<file path="config.mk">
export PLATFORM = sky130hd
export DESIGN_NAME = nic_pm_perf_config_regs
export DESIGN_NICKNAME = d
export VERILOG_FILES = /design/src/pkg/nic_pm_perf_pkg.sv /design/src/rtl/nic_pm_perf_config_regs.sv
export VERILOG_INCLUDE_DIRS = /design/src /design/src/pkg
export SDC_FILE = /design/constraint.sdc
export NUM_CORES = 1
export LEC_CHECK = 0
export BUFFER_PORTS_ARGS = -buffer_cell sky130_fd_sc_hd__clkbuf_2
export CAP_MARGIN = 10
export CORE_ASPECT_RATIO = 1.75
export CORE_MARGIN = 4
export CORE_UTILIZATION = 51
export DETAILED_ROUTE_END_ITERATION = 10
export PLACE_DENSITY = 0.86
export SETUP_SLACK_MARGIN = 0.2
export SLEW_MARGIN = 20
export SYNTH_ARGS = -nofsm -noshare
export SYNTH_HDL_FRONTEND = slang
export SYNTH_SLANG_ARGS = --single-unit
</file>
<file path="constraint.sdc">
create_clock -name i_clock -period 3.5 [get_ports i_clock]
set_clock_uncertainty 0.2 [all_clocks]
set_input_delay 0.175 -clock i_clock [delete_from_list [all_inputs] [get_ports i_clock]]
set_output_delay 0.175 -clock i_clock [all_outputs]
set_load 0.02 [all_outputs]
</file>
<file path="src/pkg/nic_pm_perf_regs.svh">
// Function
// - forced wake bit drives wake output directly
// - pattern pointer reset bit restarts pattern pointer
// - pause bit defaults from autonegotiation, software overrides
// - threshold disabled means fixed 64 bytes
// - threshold field 32, 64, store-forward, reserved
// - bit 0 enables underrun auto recovery
// - clock field accumulates read latency clocks
// - dword field accumulates bus master dwords
// - counter fields read only, cleared by read
// - event status sets on wake regardless enable
// - writing one clears event status
// - event status resets to zero
// - data scale and select read zero
// - event enable gates wake latch, not forced wake, default zero
// - power state field reports and accepts state
// - unsupported power state write is discarded
// - config mirror shows same register value
// - reset-clear option returns state to D0
// - sticky option holds wake through power up
`ifndef NIC_PM_PERF_REGS_SVH
`define NIC_PM_PERF_REGS_SVH
`define OFS_MISC_CONFIG 8'h88
`define OFS_PERF_COUNTER 8'h8c
`define OFS_PM_CTRL_STATUS 8'h90
`define OFS_PM_OPTIONS 8'h84
`define BIT_FORCED_WAKE 7
`define BIT_PTR_RESET 6
`define BIT_PAUSE 5
`define BIT_THR_EN 4
`define FLD_DRAIN_HI 3
`define FLD_DRAIN_LO 2
`define BIT_SOFT_IRQ 1
`define BIT_UNDERRUN 0
`define FLD_CLK_HI 31
`define FLD_CLK_LO 16
`define FLD_DW_HI 7
`define FLD_DW_LO 0
`define BIT_EVT_STATUS 15
`define BIT_EVT_ENABLE 8
`define FLD_PWR_HI 1
`define FLD_PWR_LO 0
`define BIT_OPT_RESET_CLR 1
`define BIT_OPT_STICKY 0
`define MISC_RESET 8'h00
`define PWR_SUPPORTED 4'b1111
`endif

</file>
<file path="src/pkg/nic_pm_perf_pkg.sv">
package nic_pm_perf_pkg;
  typedef enum logic [1:0] {
    DRAIN_32 = 2'b00, DRAIN_64 = 2'b01, DRAIN_SF = 2'b10, DRAIN_RSV = 2'b11
  } drain_t;
  typedef enum logic [1:0] {
    PWR_D0 = 2'b00, PWR_D1 = 2'b01, PWR_D2 = 2'b10, PWR_D3HOT = 2'b11
  } power_state_t;
  typedef struct packed {
    logic [7:0] addr;
    logic [31:0] wdata;
    logic wr;
    logic rd;
  } reg_req_t;
  typedef struct packed {
    logic pause_en;
    drain_t drain;
    logic underrun_recover;
    logic ptr_reset;
    logic soft_irq;
  } misc_ctrl_t;
endpackage

</file>
<file path="src/rtl/nic_pm_perf_config_regs.sv">
// Chosen here: strobed register access.
`timescale 1ns/100ps
`include "nic_pm_perf_regs.svh"
module nic_pm_perf_config_regs
  import nic_pm_perf_pkg::*;
#(
  parameter int CLK_W = 16,
  parameter int DW_W = 8
) (
  // clock and reset
  input wire logic i_clock,
  input wire logic i_resetn,
  input wire logic i_clock_en,
  // register port
  input wire reg_req_t i_req,
  output logic [31:0] o_rdata,
  // configuration space mirror port
  input wire logic i_cfg_wr,
  input wire logic [31:0] i_cfg_wdata,
  output logic [31:0] o_cfg_pmcsr,
  // events from the mac
  input wire logic i_autoneg_done,
  input wire logic i_autoneg_pause,
  input wire logic i_wake_event,
  input wire logic i_power_up,
  input wire logic i_bus_reset_rise,
  input wire logic i_read_busy,
  input wire logic i_master_dword,
  // controls to the mac
  output misc_ctrl_t o_misc,
  output logic o_wake_n,
  output logic o_irq
);
  // the read word packs both counters at fixed positions
  if (CLK_W != 16 || DW_W != 8) begin : g_bad_width
    $error("counter widths fixed by layout");
  end

  // ------------------------------------------------------------
  // register state
  // ------------------------------------------------------------
  logic [7:0] misc_reg;
  logic [CLK_W-1:0] clk_cnt_reg;
  logic [DW_W-1:0] dw_cnt_reg;
  logic evt_status_reg;
  logic evt_enable_reg;
  power_state_t pwr_reg;
  logic [1:0] opt_reg;
  logic wake_latch_reg;

  logic wr_misc, wr_pm, rd_perf, pm_wr_any;
  logic [31:0] pm_wdata, pm_view;
  assign wr_misc = i_req.wr && i_req.addr == `OFS_MISC_CONFIG;
  assign wr_pm = i_req.wr && i_req.addr == `OFS_PM_CTRL_STATUS;
  assign rd_perf = i_req.rd && i_req.addr == `OFS_PERF_COUNTER;
  // register port wins if both views write in the same cycle
  assign pm_wr_any = wr_pm || i_cfg_wr;
  assign pm_wdata = wr_pm ? i_req.wdata : i_cfg_wdata;

  // data scale / select read zero, no power data register
  always_comb begin
    pm_view = '0;
    pm_view[`BIT_EVT_STATUS] = evt_status_reg;
    pm_view[`BIT_EVT_ENABLE] = evt_enable_reg;
    pm_view[`FLD_PWR_HI:`FLD_PWR_LO] = pwr_reg;
  end

  // ------------------------------------------------------------
  // miscellaneous configuration
  // ------------------------------------------------------------
  always_ff @(posedge i_clock) begin
    if (!i_resetn) begin
      misc_reg <= `MISC_RESET;
    end else if (i_clock_en) begin
      if (wr_misc) begin
        misc_reg <= i_req.wdata[7:0];
      end else if (i_autoneg_done) begin
        misc_reg[`BIT_PAUSE] <= i_autoneg_pause;
      end
    end
  end

  always_ff @(posedge i_clock) begin
    if (!i_resetn) begin
      opt_reg <= 2'b00;
    end else if (i_clock_en && i_req.wr && i_req.addr == `OFS_PM_OPTIONS) begin
      opt_reg <= i_req.wdata[1:0];
    end
  end

  always_ff @(posedge i_clock) begin
    if (!i_resetn) begin
      o_misc <= '0;
      o_irq <= 1'b0;
    end else if (i_clock_en) begin
      o_misc.pause_en <= misc_reg[`BIT_PAUSE];
      o_misc.underrun_recover <= misc_reg[`BIT_UNDERRUN];
      o_misc.ptr_reset <= misc_reg[`BIT_PTR_RESET];
      o_misc.soft_irq <= misc_reg[`BIT_SOFT_IRQ];
      o_irq <= misc_reg[`BIT_SOFT_IRQ];
      if (!misc_reg[`BIT_THR_EN]) begin
        o_misc.drain <= DRAIN_64;
      end else begin
        o_misc.drain <= drain_t'(misc_reg[`FLD_DRAIN_HI:`FLD_DRAIN_LO]);
      end
    end
  end

  // ------------------------------------------------------------
  // performance counters
  // ------------------------------------------------------------
  // saturate rather than wrap, so a long gap between reads reads large
  always_ff @(posedge i_clock) begin
    if (!i_resetn) begin
      clk_cnt_reg <= '0;
    end else if (i_clock_en) begin
      if (rd_perf) begin
        clk_cnt_reg <= '0;
      end else if (i_read_busy && ~&clk_cnt_reg) begin
        clk_cnt_reg <= clk_cnt_reg + 1'b1;
      end
    end
  end

  always_ff @(posedge i_clock) begin
    if (!i_resetn) begin
      dw_cnt_reg <= '0;
    end else if (i_clock_en) begin
      if (rd_perf) begin
        dw_cnt_reg <= '0;
      end else if (i_master_dword && ~&dw_cnt_reg) begin
        dw_cnt_reg <= dw_cnt_reg + 1'b1;
      end
    end
  end

  // ------------------------------------------------------------
  // power management command / status
  // ------------------------------------------------------------
  always_ff @(posedge i_clock) begin
    if (!i_resetn) begin
      evt_status_reg <= 1'b0;
    end else if (i_clock_en) begin
      if (i_wake_event) begin
        evt_status_reg <= 1'b1;
      end else if (pm_wr_any && pm_wdata[`BIT_EVT_STATUS]) begin
        evt_status_reg <= 1'b0;
      end
    end
  end

  always_ff @(posedge i_clock) begin
    if (!i_resetn) begin
      evt_enable_reg <= 1'b0;
    end else if (i_clock_en && pm_wr_any) begin
      evt_enable_reg <= pm_wdata[`BIT_EVT_ENABLE];
    end
  end

  logic [3:0] pwr_ok;
  assign pwr_ok = `PWR_SUPPORTED;
  always_ff @(posedge i_clock) begin
    if (!i_resetn) begin
      pwr_reg <= PWR_D0;
    end else if (i_clock_en) begin
      if (i_bus_reset_rise && opt_reg[`BIT_OPT_RESET_CLR]) begin
        pwr_reg <= PWR_D0;
      end else if (pm_wr_any && pwr_ok[pm_wdata[`FLD_PWR_HI:`FLD_PWR_LO]]) begin
        pwr_reg <= power_state_t'(pm_wdata[`FLD_PWR_HI:`FLD_PWR_LO]);
      end
    end
  end

  // wake latch: an enabled wake event asserts, power up releases unless sticky
  always_ff @(posedge i_clock) begin
    if (!i_resetn) begin
      wake_latch_reg <= 1'b0;
    end else if (i_clock_en) begin
      if (i_wake_event && evt_enable_reg) begin
        wake_latch_reg <= 1'b1;
      end else if (pm_wr_any && pm_wdata[`BIT_EVT_STATUS]) begin
        wake_latch_reg <= 1'b0;
      end else if (i_power_up && !opt_reg[`BIT_OPT_STICKY]) begin
        wake_latch_reg <= 1'b0;
      end else if (!evt_enable_reg) begin
        wake_latch_reg <= 1'b0;
      end
    end
  end

  always_ff @(posedge i_clock) begin
    if (!i_resetn) begin
      o_wake_n <= 1'b1;
      o_cfg_pmcsr <= '0;
    end else if (i_clock_en) begin
      o_wake_n <= !(misc_reg[`BIT_FORCED_WAKE] || wake_latch_reg);
      o_cfg_pmcsr <= pm_view;
    end
  end

  // ------------------------------------------------------------
  // read data, one cycle after the strobe
  // ------------------------------------------------------------
  always_ff @(posedge i_clock) begin
    if (!i_resetn) begin
      o_rdata <= '0;
    end else if (i_clock_en) begin
      o_rdata <= '0;
      if (i_req.rd) begin
        unique case (i_req.addr)
          `OFS_MISC_CONFIG: o_rdata <= {24'h00_0000, misc_reg};
          `OFS_PERF_COUNTER: o_rdata <= {clk_cnt_reg, 8'h00, dw_cnt_reg};
          `OFS_PM_CTRL_STATUS: o_rdata <= pm_view;
          `OFS_PM_OPTIONS: o_rdata <= {30'h0000_0000, opt_reg};
          default: o_rdata <= '0;
        endcase
      end
    end
  end
endmodule // nic_pm_perf_config_regs

</file>
==> metrics.cfg, run 1 <==
[outcome]
outcome=finished clean

[pwr]
p_comb_frac=0.077
switchingPower_mw=0.463
power_density_nw_per_um2=472
clock_power_share=0.492
switching_share=0.225
intPower_mw=1.59
seqPwrFrac=0.431
p_leak_nw=1.83
ir_drop_mv=0.369

[layout]
largest_reg_flops=26
nets=593
register_area_um2=1520
postLayoutCoreUtil=0.634
multi_input_area_um2=1800
drive_above_1_share=0.194
layoutNonFillerInstCount=595
antenna_cells=0
finalInstanceArea_um2=4350
area_growth_syn_to_layout_pct=21.5
nFillCells=542

[floorplanning]
rows=40
die_w_um=71.3
fp.dieArea_um2=8480
initial_core_util=0.522
ios=157
die_y_um=119
core_area_um2=6860

[place]
dp_hpwl_um=6400
io_buffer_count=72
post-place-cells=565
routabilityCongestion=1.00
dpl-instance-area_um2=3880

[routing]
final_antenna_net_count=0
drc=0
dr.pass1.iters=4
wl_um=9620
dr.first_iter.drc_count=270
routedWlPerCell_um=16.2
viasPerCell=5.71
num_vias=3399

[logic_synthesis]
synth_ff_type=dfxtp_1
ys_seq_area_frac=0.425
synth.cell_area_um2=3580
synth_edf_count=0
async_reset_ff_frac=0
syn_inst=424
avgSynthCellArea_um2=8.45
ys_warn_count=0
ys_ff_latch=76
synth.distinct_cells=51

[cts]
ctsHtreeMaxLevel=3
cts.sinks=76
cts_buffer_depth=2
clkTransAtPathRegs_ps=60
clock_latency_ps=330
post_cts_buffers=0
cts_made_buffers=9
root_buffer=clkbuf_16
cts_tree=built

[hold_path]
hold_start=i_cfg_wdata[15]
hold_path.class=in -> reg
hold_depth=4
worstHoldEndpoint=wake_latch_reg

[timing]
min_period_ps=2380
fmax_mhz=419
maxSlewViolCount=0
worst_pin_slew_ps=601
setup_viol=0
hold_ws_ps=14.4
slew_headroom=0.598
hold_violations=0
period_share=0.681
fin_setup_tns_ps=0
rsz0062_at_grt=no

[global_route]
use_met3=0.0557
grtUsageMet1=0.236
grt_antenna_before_repair=0
grt_pass1_wl_um=15800
global_route.usage.met2=0.423
grt_pass1_vias=3308
busiest_layer=met2
grt-ovfl-total=0
grt_start_max_net_pins=46
track_usage=0.236

[worst_setup_path]
required_ps=3520
critPathKind=in -> reg
r2r_slack_ps=1140
cp-start-kind=input pin
critPathCaptureType=register
path_max_fanout=10
r2r-end=clk_cnt_reg[3]
cp_data_arrival_time_ps=2410
r2r-start=clk_cnt_reg[0]
reg2reg_depth=7

[job]
maxCapViolations=0

[metal layers]
layer  routed length [µm]  part of all wire
met2                 5280              0.55
met5                    0                 0
met3                  610             0.063
met1                 3260              0.34
met4                  464             0.048
[cells in the final DEF, fill, tap and decap left out, types with 6 or more instances in the layout]
| master | Yosys | layout |
|---|---|---|
| a21oi_1 | 29 | 29 |
| dlygate4sd3_1 | 0 | 14 |
| clkbuf_2 | 0 | 72 |
| inv_1 | 10 | 10 |
| a22oi_1 | 21 | 21 |
| nand4_1 | 13 | 13 |
| or3_1 | 7 | 7 |
| dfxtp_1 | 76 | 76 |
| nand3_1 | 17 | 17 |
| nand2_1 | 31 | 31 |
| nor2_1 | 55 | 55 |
| buf_4 | 35 | 7 |
| mux2i_1 | 21 | 21 |
| o21ai_0 | 18 | 18 |
| clkbuf_16 | 0 | 9 |
| o22ai_1 | 6 | 6 |
| conb_1 | 1 | 34 |
[worst max-delay path: stages]
cell	delay, ps
clkbuf_2	220
nor3b_1	550
nand4_1	440
a31oi_1	350
o22ai_1	100
dlygate4sd3_1	550
[cells by family (layout without fill, tap and decap cells)]
kind of cell    after synthesis  after routing  synth area share
compound gates               97             97             0.171
xor+xnor                      3              3           0.00734
fa+ha+maj                     2              2           0.00699
buf+inv                      66            120             0.107
flops                        76             76             0.425
mux                          21             21            0.0587
other cells                   1             34           0.00105
simple gates                158            158             0.223
[power groups by stage]
stage               logic, mW  registers, mW  clock network (mW)
floorplan               0.121          0.902                   0
global placement        0.136          0.901                   0
detailed placement      0.139          0.901                   0
CTS                     0.153          0.883                1.02
global route            0.172          0.884                1.06
finish                  0.158          0.883                1.01
[final cells by class]
cell class | instances | share of cell area
inverters | 11 | 0.00949
flip-flops and latches | 76 | 0.350
clock inverters | 3 | 0.0158
repair buffers | 93 | 0.127
clock buffers | 13 | 0.0598
well taps | 84 | 0.0242
multi-input cells | 315 | 0.414
[through the flow]
step	setup slack, ps	power [mW]
2_1_floorplan	1230	1.02
3_3_place_gp	1030	1.04
3_5_place_dp	971	1.04
4_1_cts	1150	2.05
5_1_grt	896	2.11
6_report	1120	2.05
[Yosys cell counts, types with 3 or more instances]
cell type	n	share of area
a21oi_1	29	0.041
or3_1	7	0.012
buf_2	4	0.0056
o22ai_1	6	0.010
nor2b_1	3	0.0052
a22oi_1	21	0.044
dfxtp_1	76	0.42
a31oi_1	5	0.0087
nand2_1	31	0.032
nand4_1	13	0.023
or4_1	5	0.010
inv_1	10	0.010
o31ai_1	4	0.0084
nor4_1	4	0.0070
buf_4	35	0.073
mux2i_1	21	0.059
o21ai_0	18	0.025
o211ai_1	4	0.0084
nor2_1	55	0.058
and3_1	4	0.0070
clkbuf_1	15	0.016
nand3_1	17	0.024
[timing repair]
action | CTS | global route
resized for setup | 0 | 0
hold buffers | 14 | 0
hold endpoints to repair | 16 | 0
setup endpoints to repair | 0 | 0
[worst max-delay path by stage]
stage	from	to	slack [ps]	depth (start not counted)
3_5_place_dp	i_req[39]	clk_cnt_reg[15]	970	8
4_1_cts	clk_cnt_reg[0]	clk_cnt_reg[3]	1150	7
5_1_grt	i_req[36]	pwr_reg[0]	900	6
6_report	i_req[36]	pwr_reg[0]	1120	6
3_3_place_gp	i_req[39]	clk_cnt_reg[13]	1030	8
2_1_floorplan	clk_cnt_reg[0]	clk_cnt_reg[3]	1230	8
Power figures use the tool's default switching activity.
==> run 2, diff against run 1 <==
Settings changed: CORE_UTILIZATION 51 to 43, PLACE_DENSITY 0.86 to 0.78.
Clock period 3.5 ns to 1.9 ns, I/O delays scaled along.
==> metrics.cfg, run 2 (synthesis results as in run 1) <==
[floorplanning]
initial_core_util=0.447  ; was 0.522
rows=43  ; was 40
fp.dieArea_um2=9910  ; was 8480 µm²
core_area_um2=8020  ; was 6860 µm²
die_w_um=77.0  ; was 71.3 µm
die_y_um=129  ; was 119 µm
ios=157  ; unchanged

[global_route]
grt_pass1_wl_um=16800  ; was 15800 µm
grt_antenna_before_repair=0  ; unchanged
track_usage=0.213  ; was 0.236
grt-ovfl-total=0  ; unchanged
grt_start_max_net_pins=30  ; was 46
grt_pass1_vias=3528  ; was 3308

[pwr]
ir_drop_mv=0.560  ; was 0.369 mV
p_leak_nw=2.20  ; was 1.83 nW
power_density_nw_per_um2=716  ; was 472 nW/µm²
total_power_mw=3.69  ; was 2.05 mW

[timing]
min_period_ps=1940
maxSlewViolCount=0  ; unchanged
fmax_mhz=515
fin_ws_ps=-42.8  ; was 1120 ps
setup_viol=7  ; was 0
fin_setup_tns_ps=-133  ; was 0 ps
period_share=1.02
hold_violations=0  ; unchanged
rsz0062_at_grt=yes  ; was no

[layout]
mostFrequentLayoutCell=clkbuf_2  ; was dfxtp_1
antenna_cells=0  ; unchanged
drive_above_1_share=0.350  ; was 0.194
finalInstanceArea_um2=5150  ; was 4350 µm²
layoutNonFillerInstCount=664  ; was 595
nets=656  ; was 593
final_cell_mix=clkbuf_2 (71), dfxtp_1 (61), buf_4 (55)  ; was dfxtp_1 (76), clkbuf_2 (72), nor2_1 (55)
largest_reg_flops=26  ; unchanged
area_growth_syn_to_layout_pct=43.7  ; was 21.5%

[worst_setup_path]
cp.depth=7  ; was 6
required_ps=1960  ; was 3520 ps
path_max_fanout=21  ; was 10
reg2reg_depth=7  ; unchanged
critPathMaxStageDelay_ps=470  ; was 550 ps
r2r_slack_ps=-40  ; was 1140 ps
critical_path.endpoint=clk_cnt_reg[4]  ; was pwr_reg[0]
r2r-start=clk_cnt_reg[1]  ; was clk_cnt_reg[0]
critPathKind=reg -> reg  ; was in -> reg
cp_slowest_cell=or4_4  ; was nor3b_1
startpoint=clk_cnt_reg[1]  ; was i_req[36]
crit_chain=ha_4 > nand3_4 > or4_4 > a21oi_4 > buf_12 > o21ai_0 > a21oi_1  ; was clkbuf_2 > nor3b_1 > nand4_1 > a31oi_1 > o22ai_1 > dlygate4sd3_1
cp-start-kind=register  ; was input pin
critical-path-top-delay-family=simple AND/OR/NAND/NOR gates  ; unchanged
cp_data_arrival_time_ps=2000  ; was 2410 ps
critPathCaptureType=register  ; unchanged
r2r-end=clk_cnt_reg[4]  ; was clk_cnt_reg[3]
crit_buf_inv=1  ; was 2

[cts]
cts.sinks=76  ; unchanged
root_buffer=clkbuf_16  ; unchanged
cts_buffer_depth=2  ; unchanged
cts_tree=built  ; unchanged
clock_latency_ps=340  ; was 330 ps
ctsHtreeMaxLevel=3  ; unchanged
cts_made_buffers=9  ; unchanged
clkTransAtPathRegs_ps=60  ; about the same

[place]
dp_slack_ps=-186  ; was 971 ps
dpl-instance-area_um2=4310  ; was 3880 µm²
post-place-cells=612  ; was 565
routabilityCongestion=0.860  ; was 1.00
io_buffer_count=72  ; unchanged
dp_hpwl_um=7270  ; was 6400 µm

[routing]
wl_um=11200  ; was 9620 µm
final_antenna_net_count=0  ; unchanged
dr.pass1.iters=5  ; was 4
routedWlPerCell_um=16.9  ; was 16.2 µm
num_vias=3717  ; was 3399
drc=0  ; unchanged
dr.first_iter.drc_count=322  ; was 270
viasPerCell=5.60  ; was 5.71

[job]
maxCapViolations=0  ; unchanged

[outcome]
violations=negative setup slack
outcome=complete, but fails checks  ; was finished clean

[hold_path]
hold_path.class=in -> reg  ; unchanged
hold_start=i_clock_en  ; was i_cfg_wdata[15]

-- run 2: cell types whose count changed in the layout (fill, tap and decap cells not counted), sizes merged --
cell and delta:
bufinv -2, buf +57, dlygate4sd3 +7, clkinv -1, clkbuf +2
-- run 2: timing repair --
| item | CTS | global route |
|---|---|---|
| endpoints found under the hold margin | 22 | 0 |
| pin swaps | 9 | 19 |
| setup endpoints to repair | 23 | 28 |
| setup buffers | 8 | 6 |
| hold buffers | 21 | 0 |
| cloned | 0 | 1 |
| gates resized for setup | 18 | 35 |
-- run 2: power by group --
part / switching [mW] / internal [mW]
Combinational: 0.228 / 0.140
Sequential: 0.0138 / 1.61
Clock: 0.634 / 1.06
Total: 0.876 / 2.81
-- run 2: layout make-up --
| type | count | area, µm² |
|---|---|---|
| clock buffers | 16 | 302 |
| flip-flops and latches | 76 | 1560 |
| inverters | 11 | 41.3 |
| well taps | 90 | 113 |
| repair buffers | 156 | 1100 |
| multi-input cells | 315 | 2040 |
| fillers | 645 | 2870 |
-- run 2: how the worst min path moves through the flow --
| stage | to | cells after the start |
|---|---|---|
| 6_report | o_wake_n | 4 |
| 5_1_grt | o_rdata[0] | 4 |
| 4_1_cts | evt_enable_reg | 3 |
| 3_5_place_dp | misc_reg[6] | 3 |
| 3_3_place_gp | misc_reg[6] | 3 |
| 2_1_floorplan | clk_cnt_reg[5] | 2 |
-- run 2: stage by stage --
step	util	hold WS, ps
floorplan	-	14.9
global placement	0.538	126
detailed placement	0.538	134
CTS	0.619	8.40
global route	0.642	24.6
finish	0.642	11.6
-- run 2: routing by layer --
metal / global-route usage / share of wire
met3: 0.0455 / 0.059
met5: 0 / 0
met2: 0.415 / 0.55
met1: 0.209 / 0.36
met4: 0.106 / 0.038
-- run 2: tightest hold or removal path: stages --
cell      delay (ps)
clkbuf_2         140
buf_4            150
o21ai_0           80
nand2_1           60
==> run 3, diff against run 2 <==
Settings changed: CORE_UTILIZATION 43 to 51, GPL_TIMING_DRIVEN set to 0, PLACE_DENSITY 0.78 to 0.86.
Clock period 1.9 ns to 2.5 ns, I/O delays scaled along.
==> metrics.cfg, run 3 (synthesis results as in run 1) <==
[worst_setup_path]
critPathCaptureType=register  ; unchanged
cp-start-kind=register  ; unchanged
r2r-end=clk_cnt_reg[12]  ; was clk_cnt_reg[4]
reg2reg_depth=8  ; was 7
cp_data_arrival_time_ps=2260  ; was 2000 ps
critPathKind=reg -> reg  ; unchanged
r2r-start=clk_cnt_reg[1]  ; unchanged
cp_slowest_cell=or4_4  ; unchanged
worst_path_most_repeated_cell=buf_6
r2r_slack_ps=310  ; was -40 ps
crit_chain=ha_2 > nand3_2 > or4_4 > a21oi_4 > buf_6 > buf_6 > o21ai_0 > a21oi_1  ; was ha_4 > nand3_4 > or4_4 > a21oi_4 > buf_12 > o21ai_0 > a21oi_1
critical_path.endpoint=clk_cnt_reg[12]  ; was clk_cnt_reg[4]
startpoint=clk_cnt_reg[1]  ; unchanged
critPathMaxStageDelay_ps=570  ; was 470 ps
path_max_fanout=10  ; was 21
required_ps=2570  ; was 1960 ps

[place]
dp_slack_ps=-263  ; was -186 ps
io_buffer_count=70  ; was 72
dpl-instance-area_um2=4160  ; was 4310 µm²
post-place-cells=611  ; was 612
routabilityCongestion=0.931  ; was 0.860
dp_hpwl_um=7610  ; was 7270 µm

[timing]
period_share=0.878  ; was 1.02
setup_viol=0  ; was 7
fin_ws_ps=305  ; was -42.8 ps
fin_setup_tns_ps=0  ; was -133 ps
rsz0062_at_grt=no  ; was yes
fmax_mhz=456  ; was 515 MHz
min_period_ps=2190  ; was 1940 ps
maxSlewViolCount=0  ; unchanged
slew_headroom=0.570
hold_violations=0  ; unchanged
hold_ws_ps=27.0  ; was 11.6 ps
worst_pin_slew_ps=645

[layout]
register_area_um2=1530  ; was 1560 µm²
mostFrequentLayoutCell=clkbuf_2  ; unchanged
layoutNonFillerInstCount=654  ; was 664
finalInstanceArea_um2=4770  ; was 5150 µm²
final_cell_mix=clkbuf_2 (72), dfxtp_1 (71), nor2_1 (55)  ; was clkbuf_2 (71), dfxtp_1 (61), buf_4 (55)
area_growth_syn_to_layout_pct=33.2  ; was 43.7%
multi_input_area_um2=1820  ; was 2040 µm²
antenna_cells=0  ; unchanged
largest_reg_flops=26  ; unchanged
drive_above_1_share=0.263  ; was 0.350
postLayoutCoreUtil=0.696  ; was 0.642
nFillCells=523  ; was 645
nets=653  ; was 656

[global_route]
grt-ovfl-total=0  ; unchanged
grt_start_max_net_pins=13  ; was 30
grt_antenna_before_repair=0  ; unchanged
track_usage=0.243  ; was 0.213
grt_pass1_wl_um=16400  ; was 16800 µm
grt_pass1_vias=3494  ; was 3528

[pwr]
ir_drop_mv=0.630  ; was 0.560 mV
total_power_mw=2.82  ; was 3.69 mW
p_leak_nw=2.08  ; was 2.20 nW
power_density_nw_per_um2=591  ; was 716 nW/µm²

[cts]
cts_made_buffers=9  ; unchanged
cts_tree=built  ; unchanged
clkTransAtPathRegs_ps=60  ; about the same
ctsHtreeMaxLevel=3  ; unchanged
clock_latency_ps=340  ; about the same
cts_buffer_depth=2  ; unchanged
root_buffer=clkbuf_16  ; unchanged
cts.sinks=76  ; unchanged

[floorplanning]
die_w_um=71.3  ; was 77.0 µm
initial_core_util=0.522  ; was 0.447
die_y_um=119  ; was 129 µm
core_area_um2=6860  ; was 8020 µm²
ios=157  ; unchanged
rows=40  ; was 43
fp.dieArea_um2=8480  ; was 9910 µm²

[job]
maxCapViolations=0  ; unchanged

[routing]
num_vias=3561  ; was 3717
drc=0  ; unchanged
dr.pass1.iters=5  ; unchanged
viasPerCell=5.44  ; was 5.60
routedWlPerCell_um=15.4  ; was 16.9 µm
wl_um=10100  ; was 11200 µm
dr.first_iter.drc_count=239  ; was 322
final_antenna_net_count=0  ; unchanged

[hold_path]
hold_depth=4  ; unchanged
hold_path.class=in -> reg  ; unchanged

[outcome]
outcome=finished clean  ; was complete, but fails checks

[run 3: cell count changes in the layout (fill, tap and decap cells not counted), sizes merged]
| cell | delta |
|---|---|
| bufinv | +1 |
| buf | -15 |
| clkinv | +3 |
| clkbuf | +8 |
| dlygate4sd3 | -1 |
[run 3: final cells by class]
cell class	instances	area share
sequential	76	0.321
clock buffer	11	0.0530
timing repair buffer	98	0.128
inverter	11	0.00866
tap	84	0.0220
buffer	55	0.0753
clock inverter	4	0.0102
multi-input combinational	315	0.382
[run 3: critical path: cells and delay by family, from the launching register on]
kind	cells	cell delay (ps)
buffers and inverters	2	260
DFF	1	380
AOI/OAI and AO/OA	3	420
and+or+nand+nor	2	650
adders and majority gates	1	200
[run 3: power breakdown]
part	switching, mW	internal (mW)
registers	0.0121	1.22
logic	0.164	0.115
clock network	0.484	0.819
[run 3: timing repair]
item / CTS / global route
buffers inserted: 2 / 6
endpoints found under the setup margin: 12 / 29
resized for setup: 10 / 12
endpoints found under the hold margin: 19 / 0
hold buffers: 20 / 0
pin swaps: 1 / 4
[run 3: routing by layer]
layer | up-vias | share of wire | track usage
met3 | 20 | 0.062 | 0.0473
met2 | 130 | 0.57 | 0.463
li1 | 1748 | - | -
met1 | 1663 | 0.35 | 0.233
met4 | 0 | 0.025 | 0.131
met5 | - | 0 | 0
[run 3: worst min path at each step]
stage / from / endpoint
2_1_floorplan: i_req[2] / misc_reg[0]
3_3_place_gp: i_req[5] / misc_reg[3]
3_5_place_dp: i_req[4] / misc_reg[2]
4_1_cts: i_cfg_wr / evt_enable_reg
5_1_grt: i_cfg_wdata[8] / evt_enable_reg
6_report: i_cfg_wdata[8] / evt_enable_reg
